File: config.mk
export PLATFORM = sky130hd
export DESIGN_NAME = ors_core
export DESIGN_NICKNAME = d
export VERILOG_FILES = /design/src/rtl/ors_pkg.sv /design/src/rtl/ors_core.sv
export VERILOG_INCLUDE_DIRS = /design/src /design/src/rtl
export SDC_FILE = /design/constraint.sdc
export NUM_CORES = 1
export LEC_CHECK = 0
export BUFFER_PORTS_ARGS = -buffer_cell sky130_fd_sc_hd__buf_4
export CORE_ASPECT_RATIO = 1.4
export CORE_UTILIZATION = 59
export DETAILED_ROUTE_END_ITERATION = 7
export GPL_TIMING_DRIVEN = 0
export PLACE_DENSITY = 0.87
export SLEW_MARGIN = 20
export SYNTH_ARGS = -nofsm -noshare
export SYNTH_HDL_FRONTEND = slang
export SYNTH_SLANG_ARGS = --single-unit
export TNS_END_PERCENT = 100
File: constraint.sdc
create_clock -name clk_sys -period 11.4 [get_ports clk_sys]
set_input_delay 1.14 -clock clk_sys [delete_from_list [all_inputs] [get_ports clk_sys]]
set_output_delay 1.14 -clock clk_sys [all_outputs]
set_load 0.005 [all_outputs]
File: src/rtl/ors_defines.svh
`ifndef ORS_DEFINES_SVH
`define ORS_DEFINES_SVH
`define ORS_A_CTRL 12'h000
`define ORS_A_SCFG 12'h004
`define ORS_A_MASK 12'h008
`define ORS_A_STAT 12'h00C
`define ORS_EMASK_DEF 8'hDF
`define ORS_SMASK_DEF 8'h00
`define ORS_PMASK_DEF 8'h00
`define ORS_CR 8'h0D
`define ORS_LF 8'h0A
`define ORS_COMMA 8'h2C
`define ORS_MAXV 16'h00FF
`define ORS_MAXP 4'h3
`define ORS_ERR_PCNT 4'h2
`define ORS_ERR_PRNG 4'h3
`define ORS_ERR_BUSY 4'hA
`define ORS_ERR_MAXM 4'h8
`define ORS_CLK_NS 4
`define ORS_TICK_NS 1000
`define ORS_TICK_CYC (`ORS_TICK_NS / `ORS_CLK_NS)
`endif

File: src/rtl/ors_pkg.sv
package ors_pkg;
   typedef enum logic [1:0] {ST_IDLE = 2'b00, ST_WAIT = 2'b01, ST_SEND = 2'b11} ors_tx_st_t;
   typedef enum logic [1:0] {SG_ITEM = 2'b00, SG_COMMA = 2'b01, SG_CR = 2'b11, SG_LF = 2'b10} ors_seg_t;
   // item k, char j sent first-to-last; len is 1..8
   typedef struct packed {
      logic [1:0]            n;
      logic [2:0][3:0]       len;
      logic [2:0][7:0][7:0]  chr;
   } ors_resp_t;
   typedef struct packed {
      logic [3:0]       cnt;
      logic [2:0][15:0] par;
   } ors_mask_cmd_t;
   typedef struct packed {
      logic       serial;
      logic       lonly;
      logic [7:0] term;
      logic [7:0] tdly;
      logic [7:0] cdly;
   } ors_cfg_t;
   typedef struct packed {
      ors_cfg_t   cfg;
      logic [7:0] emask;
      logic [7:0] smask;
      logic [7:0] pmask;
      logic       sb_err;
      logic       sb_rqs;
      logic [5:0] sb_prev;
      logic [3:0] err_num;
      logic       err_show;
      ors_resp_t  rbuf;
      logic       pend;
      ors_tx_st_t st;
      ors_seg_t   seg;
      logic [1:0] item;
      logic [2:0] chr;
      logic [7:0] txb;
      logic [7:0] dly;
      logic [7:0] tick;
      logic [31:0] prdata;
      logic       pslverr;
   } ors_state_t;
endpackage

File: src/rtl/ors_core.sv
// Overview of operation
// - queries arrive without parameters, just instruction
// - comma between consecutive response items
// - bus: send only when addressed to talk
// - bus: new query replaces pending response
// - bus: response ends with CR then LF
// - bus: EOI asserted with the closing LF
// - serial: send at once, obey delays
// - serial: query while busy gives error 10
// - serial: terminator one CR, configurable
// - mask instruction: three params 0 to 255
// - init sets masks 223, 0, 0
// - empty mask instruction loads the defaults
// - bus: service request from masked status
// - bus: parallel poll one on masked status
// - serial: service and poll masks ignored
// - enabled error sets status bit 5, display
// - error n maps to mask bit n-1
// - masked error leaves no visible trace
// - mask instruction produces no response
// - status change ANDed with mask sets bit 6; code sets it on any status change while status AND mask is nonzero
// - over three params error 2; range error 3
//
// Local design decisions: the register addresses and the APB interface to the registers.
`include "ors_defines.svh"
module ors_core (
   // clock and reset
   input  wire logic                  clk_sys,
   input  wire logic                  reset_n,
   // apb slave
   input  wire logic [11:0]           paddr,
   input  wire logic                  psel,
   input  wire logic                  penable,
   input  wire logic                  pwrite,
   input  wire logic [31:0]           pwdata,
   output      logic [31:0]           prdata,
   output      logic                  pready,
   output      logic                  pslverr,
   // parsed instructions
   input  wire logic                  q_valid,
   input  wire ors_pkg::ors_resp_t    q_resp,
   input  wire logic                  m_valid,
   input  wire ors_pkg::ors_mask_cmd_t m_cmd,
   input  wire logic                  err_valid,
   input  wire logic [3:0]            err_in,
   input  wire logic                  err_clear,
   input  wire logic                  init_req,
   // status and bus front end
   input  wire logic [4:0]            stat_in,
   input  wire logic                  talk_rd,
   input  wire logic                  spoll_done,
   output      logic                  srq,
   output      logic                  ppoll_resp,
   // response byte stream
   output      logic                  tx_valid,
   input  wire logic                  tx_ready,
   output      logic [7:0]            tx_data,
   output      logic                  tx_eoi,
   // front panel
   output      logic                  err_show,
   output      logic [3:0]            err_num
);
   localparam logic [7:0] TICK_LAST = 8'(`ORS_TICK_CYC - 1);

   ors_pkg::ors_state_t s_ff;
   ors_pkg::ors_state_t nxt_s;

   function automatic logic [7:0] byte_of(input ors_pkg::ors_state_t x);
      logic [7:0] b;
      b = `ORS_LF;
      unique case (x.seg)
         ors_pkg::SG_ITEM:  b = x.rbuf.chr[x.item][x.chr];
         ors_pkg::SG_COMMA: b = `ORS_COMMA;
         ors_pkg::SG_CR:    b = x.cfg.serial ? x.cfg.term : `ORS_CR;
         ors_pkg::SG_LF:    b = `ORS_LF;
      endcase
      return b;
   endfunction

   logic [7:0] sbyte;
   logic [5:0] low6;
   logic       can_talk;
   logic       fire;
   logic [3:0] nuse;
   logic       mbad;

   assign low6     = {s_ff.sb_err, stat_in};
   assign sbyte    = {1'b0, s_ff.sb_rqs, low6};
   assign can_talk = s_ff.cfg.serial | (talk_rd & ~s_ff.cfg.lonly);
   assign tx_valid = (s_ff.st == ors_pkg::ST_SEND) & s_ff.pend & can_talk;
   assign fire     = tx_valid & tx_ready;
   assign tx_data  = s_ff.txb;
   assign tx_eoi   = tx_valid & ~s_ff.cfg.serial & (s_ff.seg == ors_pkg::SG_LF);
   assign srq      = s_ff.sb_rqs & ~s_ff.cfg.serial;
   assign ppoll_resp = ~s_ff.cfg.serial & (|(sbyte & s_ff.pmask));
   assign err_show = s_ff.err_show;
   assign err_num  = s_ff.err_num;
   assign prdata   = s_ff.prdata;
   assign pslverr  = s_ff.pslverr;
   assign pready   = 1'b1;
   assign nuse     = (m_cmd.cnt > `ORS_MAXP) ? `ORS_MAXP : m_cmd.cnt;

   always_comb begin
      mbad = 1'b0;
      for (int i = 0; i < 3; i++) begin
         if (4'(i) < nuse && m_cmd.par[i] > `ORS_MAXV) begin
            mbad = 1'b1;
         end
      end
   end

   always_comb begin
      logic       ev;
      logic [3:0] code;
      ev = 1'b0;
      code = 4'h0;
      nxt_s = s_ff;

      // read data latched in setup so the access phase needs no wait
      if (psel && !penable) begin
         nxt_s.prdata = 32'h0000_0000;
         nxt_s.pslverr = 1'b0;
         case (paddr)
            `ORS_A_CTRL: nxt_s.prdata = {30'h0, s_ff.cfg.lonly, s_ff.cfg.serial};
            `ORS_A_SCFG: nxt_s.prdata = {8'h00, s_ff.cfg.cdly, s_ff.cfg.tdly, s_ff.cfg.term};
            `ORS_A_MASK: nxt_s.prdata = {8'h00, s_ff.pmask, s_ff.smask, s_ff.emask};
            `ORS_A_STAT: nxt_s.prdata = {18'h0, s_ff.st == ors_pkg::ST_SEND, s_ff.pend,
                                         s_ff.err_num, sbyte};
            default:     nxt_s.pslverr = 1'b1;
         endcase
      end
      if (psel && penable && pwrite) begin
         case (paddr)
            `ORS_A_CTRL: begin
               nxt_s.cfg.serial = pwdata[0];
               nxt_s.cfg.lonly = pwdata[1];
            end
            `ORS_A_SCFG: begin
               nxt_s.cfg.term = pwdata[7:0];
               nxt_s.cfg.tdly = pwdata[15:8];
               nxt_s.cfg.cdly = pwdata[23:16];
            end
            default: ;
         endcase
      end

      // 1 us tick for the serial delays
      if (s_ff.tick == TICK_LAST) begin
         nxt_s.tick = 8'h00;
      end else begin
         nxt_s.tick = s_ff.tick + 8'h01;
      end

      if (err_valid) begin
         ev = 1'b1;
         code = err_in;
      end

      // mask instruction never touches the response path
      if (m_valid) begin
         if (m_cmd.cnt == 4'h0) begin
            nxt_s.emask = `ORS_EMASK_DEF;
            nxt_s.smask = `ORS_SMASK_DEF;
            nxt_s.pmask = `ORS_PMASK_DEF;
         end else if (mbad) begin
            ev = 1'b1;
            code = `ORS_ERR_PRNG;
         end else begin
            nxt_s.emask = m_cmd.par[0][7:0];
            if (nuse > 4'h1 && !s_ff.cfg.serial) begin
               nxt_s.smask = m_cmd.par[1][7:0];
            end
            if (nuse > 4'h2 && !s_ff.cfg.serial) begin
               nxt_s.pmask = m_cmd.par[2][7:0];
            end
            if (m_cmd.cnt > `ORS_MAXP) begin
               ev = 1'b1;
               code = `ORS_ERR_PCNT;
            end
         end
      end

      // response serialiser
      unique case (s_ff.st)
         ors_pkg::ST_IDLE: ;
         ors_pkg::ST_WAIT: begin
            if (s_ff.tick == TICK_LAST) begin
               if (s_ff.dly <= 8'h01) begin
                  nxt_s.st = ors_pkg::ST_SEND;
               end else begin
                  nxt_s.dly = s_ff.dly - 8'h01;
               end
            end
         end
         ors_pkg::ST_SEND: begin
            if (fire) begin
               unique case (s_ff.seg)
                  ors_pkg::SG_ITEM: begin
                     if (4'(s_ff.chr) + 4'h1 < s_ff.rbuf.len[s_ff.item]) begin
                        nxt_s.chr = s_ff.chr + 3'h1;
                     end else if (s_ff.item + 2'h1 < s_ff.rbuf.n) begin
                        nxt_s.seg = ors_pkg::SG_COMMA;
                     end else begin
                        nxt_s.seg = ors_pkg::SG_CR;
                     end
                  end
                  ors_pkg::SG_COMMA: begin
                     nxt_s.item = s_ff.item + 2'h1;
                     nxt_s.chr = 3'h0;
                     nxt_s.seg = ors_pkg::SG_ITEM;
                  end
                  ors_pkg::SG_CR: begin
                     if (s_ff.cfg.serial) begin
                        nxt_s.pend = 1'b0;
                        nxt_s.st = ors_pkg::ST_IDLE;
                     end else begin
                        nxt_s.seg = ors_pkg::SG_LF;
                     end
                  end
                  ors_pkg::SG_LF: begin
                     nxt_s.pend = 1'b0;
                     nxt_s.st = ors_pkg::ST_IDLE;
                  end
               endcase
               if (nxt_s.pend && s_ff.cfg.serial && s_ff.cfg.cdly != 8'h00) begin
                  nxt_s.st = ors_pkg::ST_WAIT;
                  nxt_s.dly = s_ff.cfg.cdly;
               end
            end
         end
         default: nxt_s.st = ors_pkg::ST_IDLE;
      endcase

      // a query carries only its response image, no parameters
      if (q_valid) begin
         if (s_ff.cfg.serial && s_ff.pend) begin
            ev = 1'b1;
            code = `ORS_ERR_BUSY;
         end else begin
            // on the bus this overwrites an unread answer
            nxt_s.rbuf = q_resp;
            nxt_s.pend = 1'b1;
            nxt_s.seg = ors_pkg::SG_ITEM;
            nxt_s.item = 2'h0;
            nxt_s.chr = 3'h0;
            nxt_s.st = ors_pkg::ST_SEND;
            if (s_ff.cfg.serial && s_ff.cfg.tdly != 8'h00) begin
               nxt_s.st = ors_pkg::ST_WAIT;
               nxt_s.dly = s_ff.cfg.tdly;
            end
         end
      end

      // error reporting: clear first so a same-cycle error wins
      if (err_clear) begin
         nxt_s.sb_err = 1'b0;
         nxt_s.err_show = 1'b0;
      end
      if (ev) begin
         if (code == `ORS_ERR_BUSY) begin
            nxt_s.err_num = code;
         end else if (code != 4'h0 && code <= `ORS_ERR_MAXM && s_ff.emask[3'(code - 4'h1)]) begin
            nxt_s.err_num = code;
            nxt_s.sb_err = 1'b1;
            nxt_s.err_show = 1'b1;
         end
         // a masked error changes nothing at all
      end

      // service request bit, serial poll clear loses to a new cause
      if (spoll_done) begin
         nxt_s.sb_rqs = 1'b0;
      end
      nxt_s.sb_prev = low6;
      if (low6 != s_ff.sb_prev && (|(low6 & s_ff.smask[5:0]))) begin
         nxt_s.sb_rqs = 1'b1;
      end

      if (init_req) begin
         nxt_s.emask = `ORS_EMASK_DEF;
         nxt_s.smask = `ORS_SMASK_DEF;
         nxt_s.pmask = `ORS_PMASK_DEF;
      end

      nxt_s.txb = byte_of(nxt_s);

      if (!reset_n) begin
         nxt_s = '0;
         nxt_s.emask = `ORS_EMASK_DEF;
         nxt_s.cfg.term = `ORS_CR;
         nxt_s.txb = `ORS_CR;
      end
   end

   always_ff @(posedge clk_sys) begin
      s_ff <= nxt_s;
   end
endmodule // ors_core

==> reports/results.tsv, run 1 <==
metric	value	unit
GPL Wtd Cong	1.11	
post-synthesis cell area	16800	µm²
Setup Fix Bufs, Post-CTS	0	
antenna violations before repair	2	
part of the Yosys area used for sequential elements	0.392	
detailed placement HPWL	54.3	mm
Die Height	201	µm
share of cells above drive strength 1	0.205	
IO buf count	355	
hold-fix buffers at CTS	0	
startpoint types	register	
Layout Nets	2909	
crit-path max FO	10	
die area	29100	µm²
Post-synth EDFFs	0	
Remaining Overflow, GRT	0	
vias per inst	6.48	
Final min period	7.67	ns
Worst Hold Class	reg -> reg	
Initial DRC Count	2501	
# DRC	27	
post-cts gate resize count	0	
Total GRT Usage	0.500	
Core Rows	72	
clock latency on the worst-skew pair	0.60	ns
number of global-route vias before repair	19000	
crit end category	register	
unrepaired setup endpoints after global routing	no	
Slew HR	0.148	
Cells after Synth	2179	
core area	27700	µm²
via count	19200	
final instance area	20900	µm²
Filler cells	2086	
Layout area overhead	24.7	%
Netlist cell types	89	
fmax	130	MHz
pre-CTS WS	4.44	ns
post-route ant nets	0	
chip width	144	µm
CTS max path bufs	3	
Layout Utilization	0.753	
Final period util	0.673	
largest net degree at the start of global routing	16	
Fin Setup TNS	0	ns
LEAKAGE	8.51	nW
YS warnings	0	
max-capacitance violation count	0	
# IOs	375	
CP Data Arrival Time	8.06	ns
Initial Utilization	0.604	
final hold slack	0.459	ns
cell area after placement	19900	µm²
actual slew at the worst max-slew pin	1.28	ns
Root Buffer	clkbuf_16	
failing checks	DRC	
number of buffers created by CTS	30	
Seq cells post-synth	328	
ys flop type	dfxtp_1	
Required @ worst endpoint	11.79	ns
Synth Area per Inst	7.69	µm²
ys async rst share	0	
drt wl/cell	24.8	µm
Final Hold Viols	0	
DRT Pass-1 Iters	8	
Worst-path clk slew	0.08	ns
final worst slack	3.73	ns
Pins Over Slew Limit	0	
Max H-tree Level	1	
final setup skew	0.0250	ns
clock sinks	328	
CTS tree	yes	
first-pass GRT wire length	108	mm
status	finished with violations	
pwr dens	125	nW/µm²
Setup Crit Path Kind	reg -> reg	
Routed WL	73.5	mm
# setup viols final	0	
Max IR drop VDD	0.000137	V
## sequential cells by signal, indices dropped and copies added (netlist names)
| signal | cells |
|---|---|
| err_num | 4 |
| err_show | 1 |
| low6 | 1 |
| prdata | 24 |
| pslverr | 1 |
| s_ff | 289 |
| tx_data | 8 |
## worst max-delay path, stage by stage, from the launching register on
cell      delay [ns]
dfxtp_1         0.41
clkbuf_1        0.65
buf_2           0.43
buf_2           0.48
buf_2           0.42
buf_1           0.88
mux2i_1         0.30
nor2_1          0.06
a21oi_1         0.19
ha_1            0.28
o21ai_0         0.16
a21oi_1         0.09
or4_4           0.56
o311a_4         0.35
nor2_2          0.49
clkbuf_1        0.73
nand3_1         0.20
a21oi_1         0.43
o311ai_0        0.30
## cell usage in the layout (no fill, tap or decap), drive strengths merged, types with 54 or more instances in the layout
master,netlist,routed
a21oi,313,313
buf,94,449
clkbuf,115,155
dfxtp,328,328
mux2i,97,97
nand2,521,521
nand3,54,54
nor2,151,151
nor3,55,55
o21ai,60,60
## Yosys cell counts, drive strengths merged (9+ instances only)
| cell type | n | area (µm²) |
|---|---|---|
| a211oi | 24 | 190 |
| a21oi | 313 | 1580 |
| a221oi | 20 | 181 |
| a222oi | 11 | 110 |
| a22oi | 48 | 360 |
| and2 | 14 | 87.6 |
| and3 | 12 | 75.1 |
| buf | 94 | 591 |
| clkbuf | 115 | 432 |
| dfxtp | 328 | 6570 |
| ha | 12 | 150 |
| inv | 18 | 67.6 |
| mux2 | 25 | 282 |
| mux2i | 97 | 971 |
| nand2 | 521 | 1960 |
| nand2b | 12 | 75.1 |
| nand3 | 54 | 270 |
| nor2 | 151 | 569 |
| nor2b | 11 | 68.8 |
| nor3 | 55 | 275 |
| nor4 | 16 | 115 |
| o211ai | 11 | 96.3 |
| o21ai | 60 | 300 |
| o311ai | 9 | 104 |
## per-stage QoR
step           power (mW)  instances
2_1_floorplan        1.41       2186
3_3_place_gp         1.58       2911
3_5_place_dp         1.59       2911
4_1_cts              2.58       2965
5_1_grt              2.66       2966
6_report             2.61       2966
## worst paths after layout
check                                          start               endpoint  slack [ns]  cells past startpoint
worst max register to register   s_ff[61]$_SDFF_PN0_  tx_data[6]$_SDFF_PN0_        3.73                     18
worst min register to register  s_ff[203]$_SDFF_PN0_   s_ff[203]$_SDFF_PN0_        0.46                      2
worst max-delay path             s_ff[61]$_SDFF_PN0_  tx_data[6]$_SDFF_PN0_        3.73                     18
worst min-delay path            s_ff[203]$_SDFF_PN0_   s_ff[203]$_SDFF_PN0_        0.46                      2
## report_power, final
| group | leakage (nW) | internal, mW | switching (mW) | total [mW] |
|---|---|---|---|---|
| clock network | 0.479 | 0.561 | 0.463 | 1.02 |
| logic | 5.34 | 0.156 | 0.196 | 0.352 |
| registers | 2.69 | 1.19 | 0.0388 | 1.23 |
| total | 8.51 | 1.91 | 0.697 | 2.61 |
## per-layer routing
layer  wire length [µm]  vias up  global-route usage
met5                 13        -                   0
met4               8230        2               0.481
met3               8590      546               0.146
met2              33400     1527               0.803
met1              23300     8750               0.509
li1                   -     8408                   -
## final cells by class
cell class / instances / area (µm²) / area share
diodes: 1 / 2.50 / 0.000120
plain buffers: 209 / 1020 / 0.0489
clock buffers: 40 / 840 / 0.0402
clock inverters: 14 / 129 / 0.00617
inverters: 19 / 71.3 / 0.00341
multi-input cells: 1630 / 9140 / 0.437
flip-flops and latches: 328 / 6570 / 0.314
well taps: 370 / 463 / 0.0222
repair buffers: 355 / 2670 / 0.128
## logic make-up (layout without fill, tap and decap cells)
kind of cell / after synthesis / count (layout) / synth area share
simple gates: 887 / 887 / 0.227
compound gates: 583 / 583 / 0.220
flops: 328 / 328 / 0.392
buf+inv: 228 / 637 / 0.0652
mux: 125 / 125 / 0.0787
xor+xnor: 14 / 14 / 0.00776
fa+ha+maj: 12 / 12 / 0.00896
other cells: 2 / 10 / 0.000448
No activity file was read; power rests on OpenSTA's default activity.
==> run 2, diff against run 1 <==
--- a/config.mk
+++ b/config.mk
@@ -8,10 +8,10 @@
 export LEC_CHECK = 0
 export BUFFER_PORTS_ARGS = -buffer_cell sky130_fd_sc_hd__buf_4
 export CORE_ASPECT_RATIO = 1.4
-export CORE_UTILIZATION = 59
+export CORE_UTILIZATION = 55
 export DETAILED_ROUTE_END_ITERATION = 7
 export GPL_TIMING_DRIVEN = 0
-export PLACE_DENSITY = 0.87
+export PLACE_DENSITY = 0.82
 export SLEW_MARGIN = 20
 export SYNTH_ARGS = -nofsm -noshare
 export SYNTH_HDL_FRONTEND = slang
==> constraint.sdc (replaced) <==
create_clock -name clk_sys -period 7.3 [get_ports clk_sys]
set_input_delay 0.73 -clock clk_sys [delete_from_list [all_inputs] [get_ports clk_sys]]
set_output_delay 0.73 -clock clk_sys [all_outputs]
set_load 0.005 [all_outputs]
==> run 2 against run 1 <==
  * The run ends with DRC, setup timing left
  * Clock power is 85% higher
  * Register-to-register slack worse by 3.8 ns
  * Via count is 1.2% lower
  * Wire length is 0.79% higher
  * Power is 67% higher
  * Largest cell class unchanged
==> reports/results.tsv, run 2 (same netlist as run 1, synthesis figures left out) <==
metric	value	unit
status	finished with violations	
failing checks	DRC, setup timing	
crit path from	s_ff[60]$_SDFF_PN0_	
GPL Wtd Cong	1.09	
Layout area overhead	26.2	%
Required @ worst endpoint	7.70	ns
IO buf count	355	
Internal	3.22	mW
vias per inst	6.36	
CP Data Arrival Time	7.74	ns
share of cells above drive strength 1	0.209	
Setup Crit Path Kind	reg -> reg	
number of global-route vias before repair	18900	
die area	31200	µm²
FF-to-FF setup slack	-0.03	ns
Die Height	209	µm
combinational share of power	0.125	
Filler cells	2377	
Routed WL	74.1	mm
antenna violations before repair	0	
Worst Hold Class	in -> reg	
post-route ant nets	0	
Top reg by flops	s_ff	
Root Buffer	clkbuf_16	
DRT Pass-1 Iters	8	
total power	4.36	mW
clock sinks	328	
Setup crit end	tx_data[1]$_SDFF_PN0_	
Core Rows	75	
crit-path max FO	10	
unrepaired setup endpoints after global routing	no	
most frequent cells in the layout	521 x nand2_1, 402 x buf_4, 328 x dfxtp_1	
CTS tree	yes	
number of buffers created by CTS	34	
Layout Nets	2912	
via count	19000	
clock latency on the worst-skew pair	0.55	ns
Initial Utilization	0.560	
pre-CTS WS	0.335	ns
Slew HR	0.166	
Final period util	1.00	
CTS max path bufs	3	
max FFs per register	289	
final hold slack	0.433	ns
placed insts	2926	
Setup Fix Bufs, Post-CTS	0	
Total GRT Usage	0.474	
drt wl/cell	24.8	µm
Net Switching	1.14	mW
max-capacitance violation count	0	
actual slew at the worst max-slew pin	1.25	ns
Layout Utilization	0.707	
cell area after placement	20000	µm²
core area	29900	µm²
# IOs	375	
reg2reg start	s_ff[60]$_SDFF_PN0_	
LEAKAGE	8.61	nW
Finished Layout Cells	2987	
chip width	150	µm
hold path cells	3	
Max IR drop VDD	0.000203	V
Initial DRC Count	1826	
Fin Setup TNS	-0.0343	ns
ANT cells	0	
# setup viols final	1	
first-pass GRT wire length	110	mm
min-delay src	q_resp[154]	
clock power share	0.433	
Pins Over Slew Limit	0	
pwr dens	206	nW/µm²
Register-to-Register Path Depth	16	
# DRC	1	
Final Hold Viols	0	
Remaining Overflow, GRT	0	
detailed placement HPWL	56.5	mm
sequential fraction of design power	0.442	
Max H-tree Level	2	
Final min period	7.33	ns
crit end category	register	
end of the worst register-to-register path	tx_data[1]$_SDFF_PN0_	
Worst-path clk slew	0.07	ns
fmax	136	MHz
final setup skew	0.0150	ns
Net Sw Frac	0.261	
startpoint types	register	
hold-fix buffers at CTS	0	
most common cell after layout, fill and taps aside	nand2_1	
final worst slack	-0.0343	ns
largest net degree at the start of global routing	16	
final instance area	21200	µm²
[run 2: worst min-delay path by stage]
stage / to
final: s_ff[221]$_SDFF_PN0_
after global routing: s_ff[260]$_SDFFE_PN0P_
after CTS: s_ff[77]$_SDFF_PN0_
after detailed placement: s_ff[68]$_SDFF_PN0_
after global placement: s_ff[196]$_SDFF_PN0_
after floorplan: s_ff[300]$_SDFFE_PP0P_
[run 2: routing by layer]
layer  global-route usage  up-vias  wire [µm]
li1                     -     8423          -
met1                0.487     8774      24300
met2                0.785     1362      34900
met3                0.122      445       7460
met4                0.423        0       7430
met5                    0        -          0
[run 2: worst max-delay path, stage by stage, from the launching register on]
cell	delay [ns]
dfxtp_1	0.41
buf_1	0.69
clkbuf_1	0.59
clkbuf_1	0.61
buf_1	0.90
nor2_1	0.11
a21oi_1	0.18
ha_1	0.28
o21ai_0	0.17
a21oi_1	0.10
or4_4	0.57
o311ai_4	0.62
buf_2	0.36
a21oi_1	0.10
a221oi_1	0.88
nor3_1	0.12
or4_1	0.46
[run 2: area by class of cell]
cell class                 count  area, µm²  share of cell area
sequential                   328       6570               0.310
multi-input combinational   1630       9150               0.433
tap                          385        482              0.0228
clock inverter                16        204             0.00964
buffer                       208       1020              0.0482
inverter                      19       71.3             0.00337
clock buffer                  46       1000              0.0472
timing repair buffer         355       2670               0.126
[run 2: power by group through the flow]
stage          registers [mW]  logic, mW  clock network [mW]
6_report                 1.92      0.546                1.89
3_3_place_gp             1.96      0.514                   0
3_5_place_dp             1.96      0.525                   0
4_1_cts                  1.92      0.529                1.87
5_1_grt                  1.93      0.582                1.95
2_1_floorplan            1.94      0.265                   0
[run 2: timing repair]
action | CTS | global route
endpoints found under the hold margin | 0 | 0
gates resized for setup | 0 | 0
setup endpoints to repair | 0 | 4
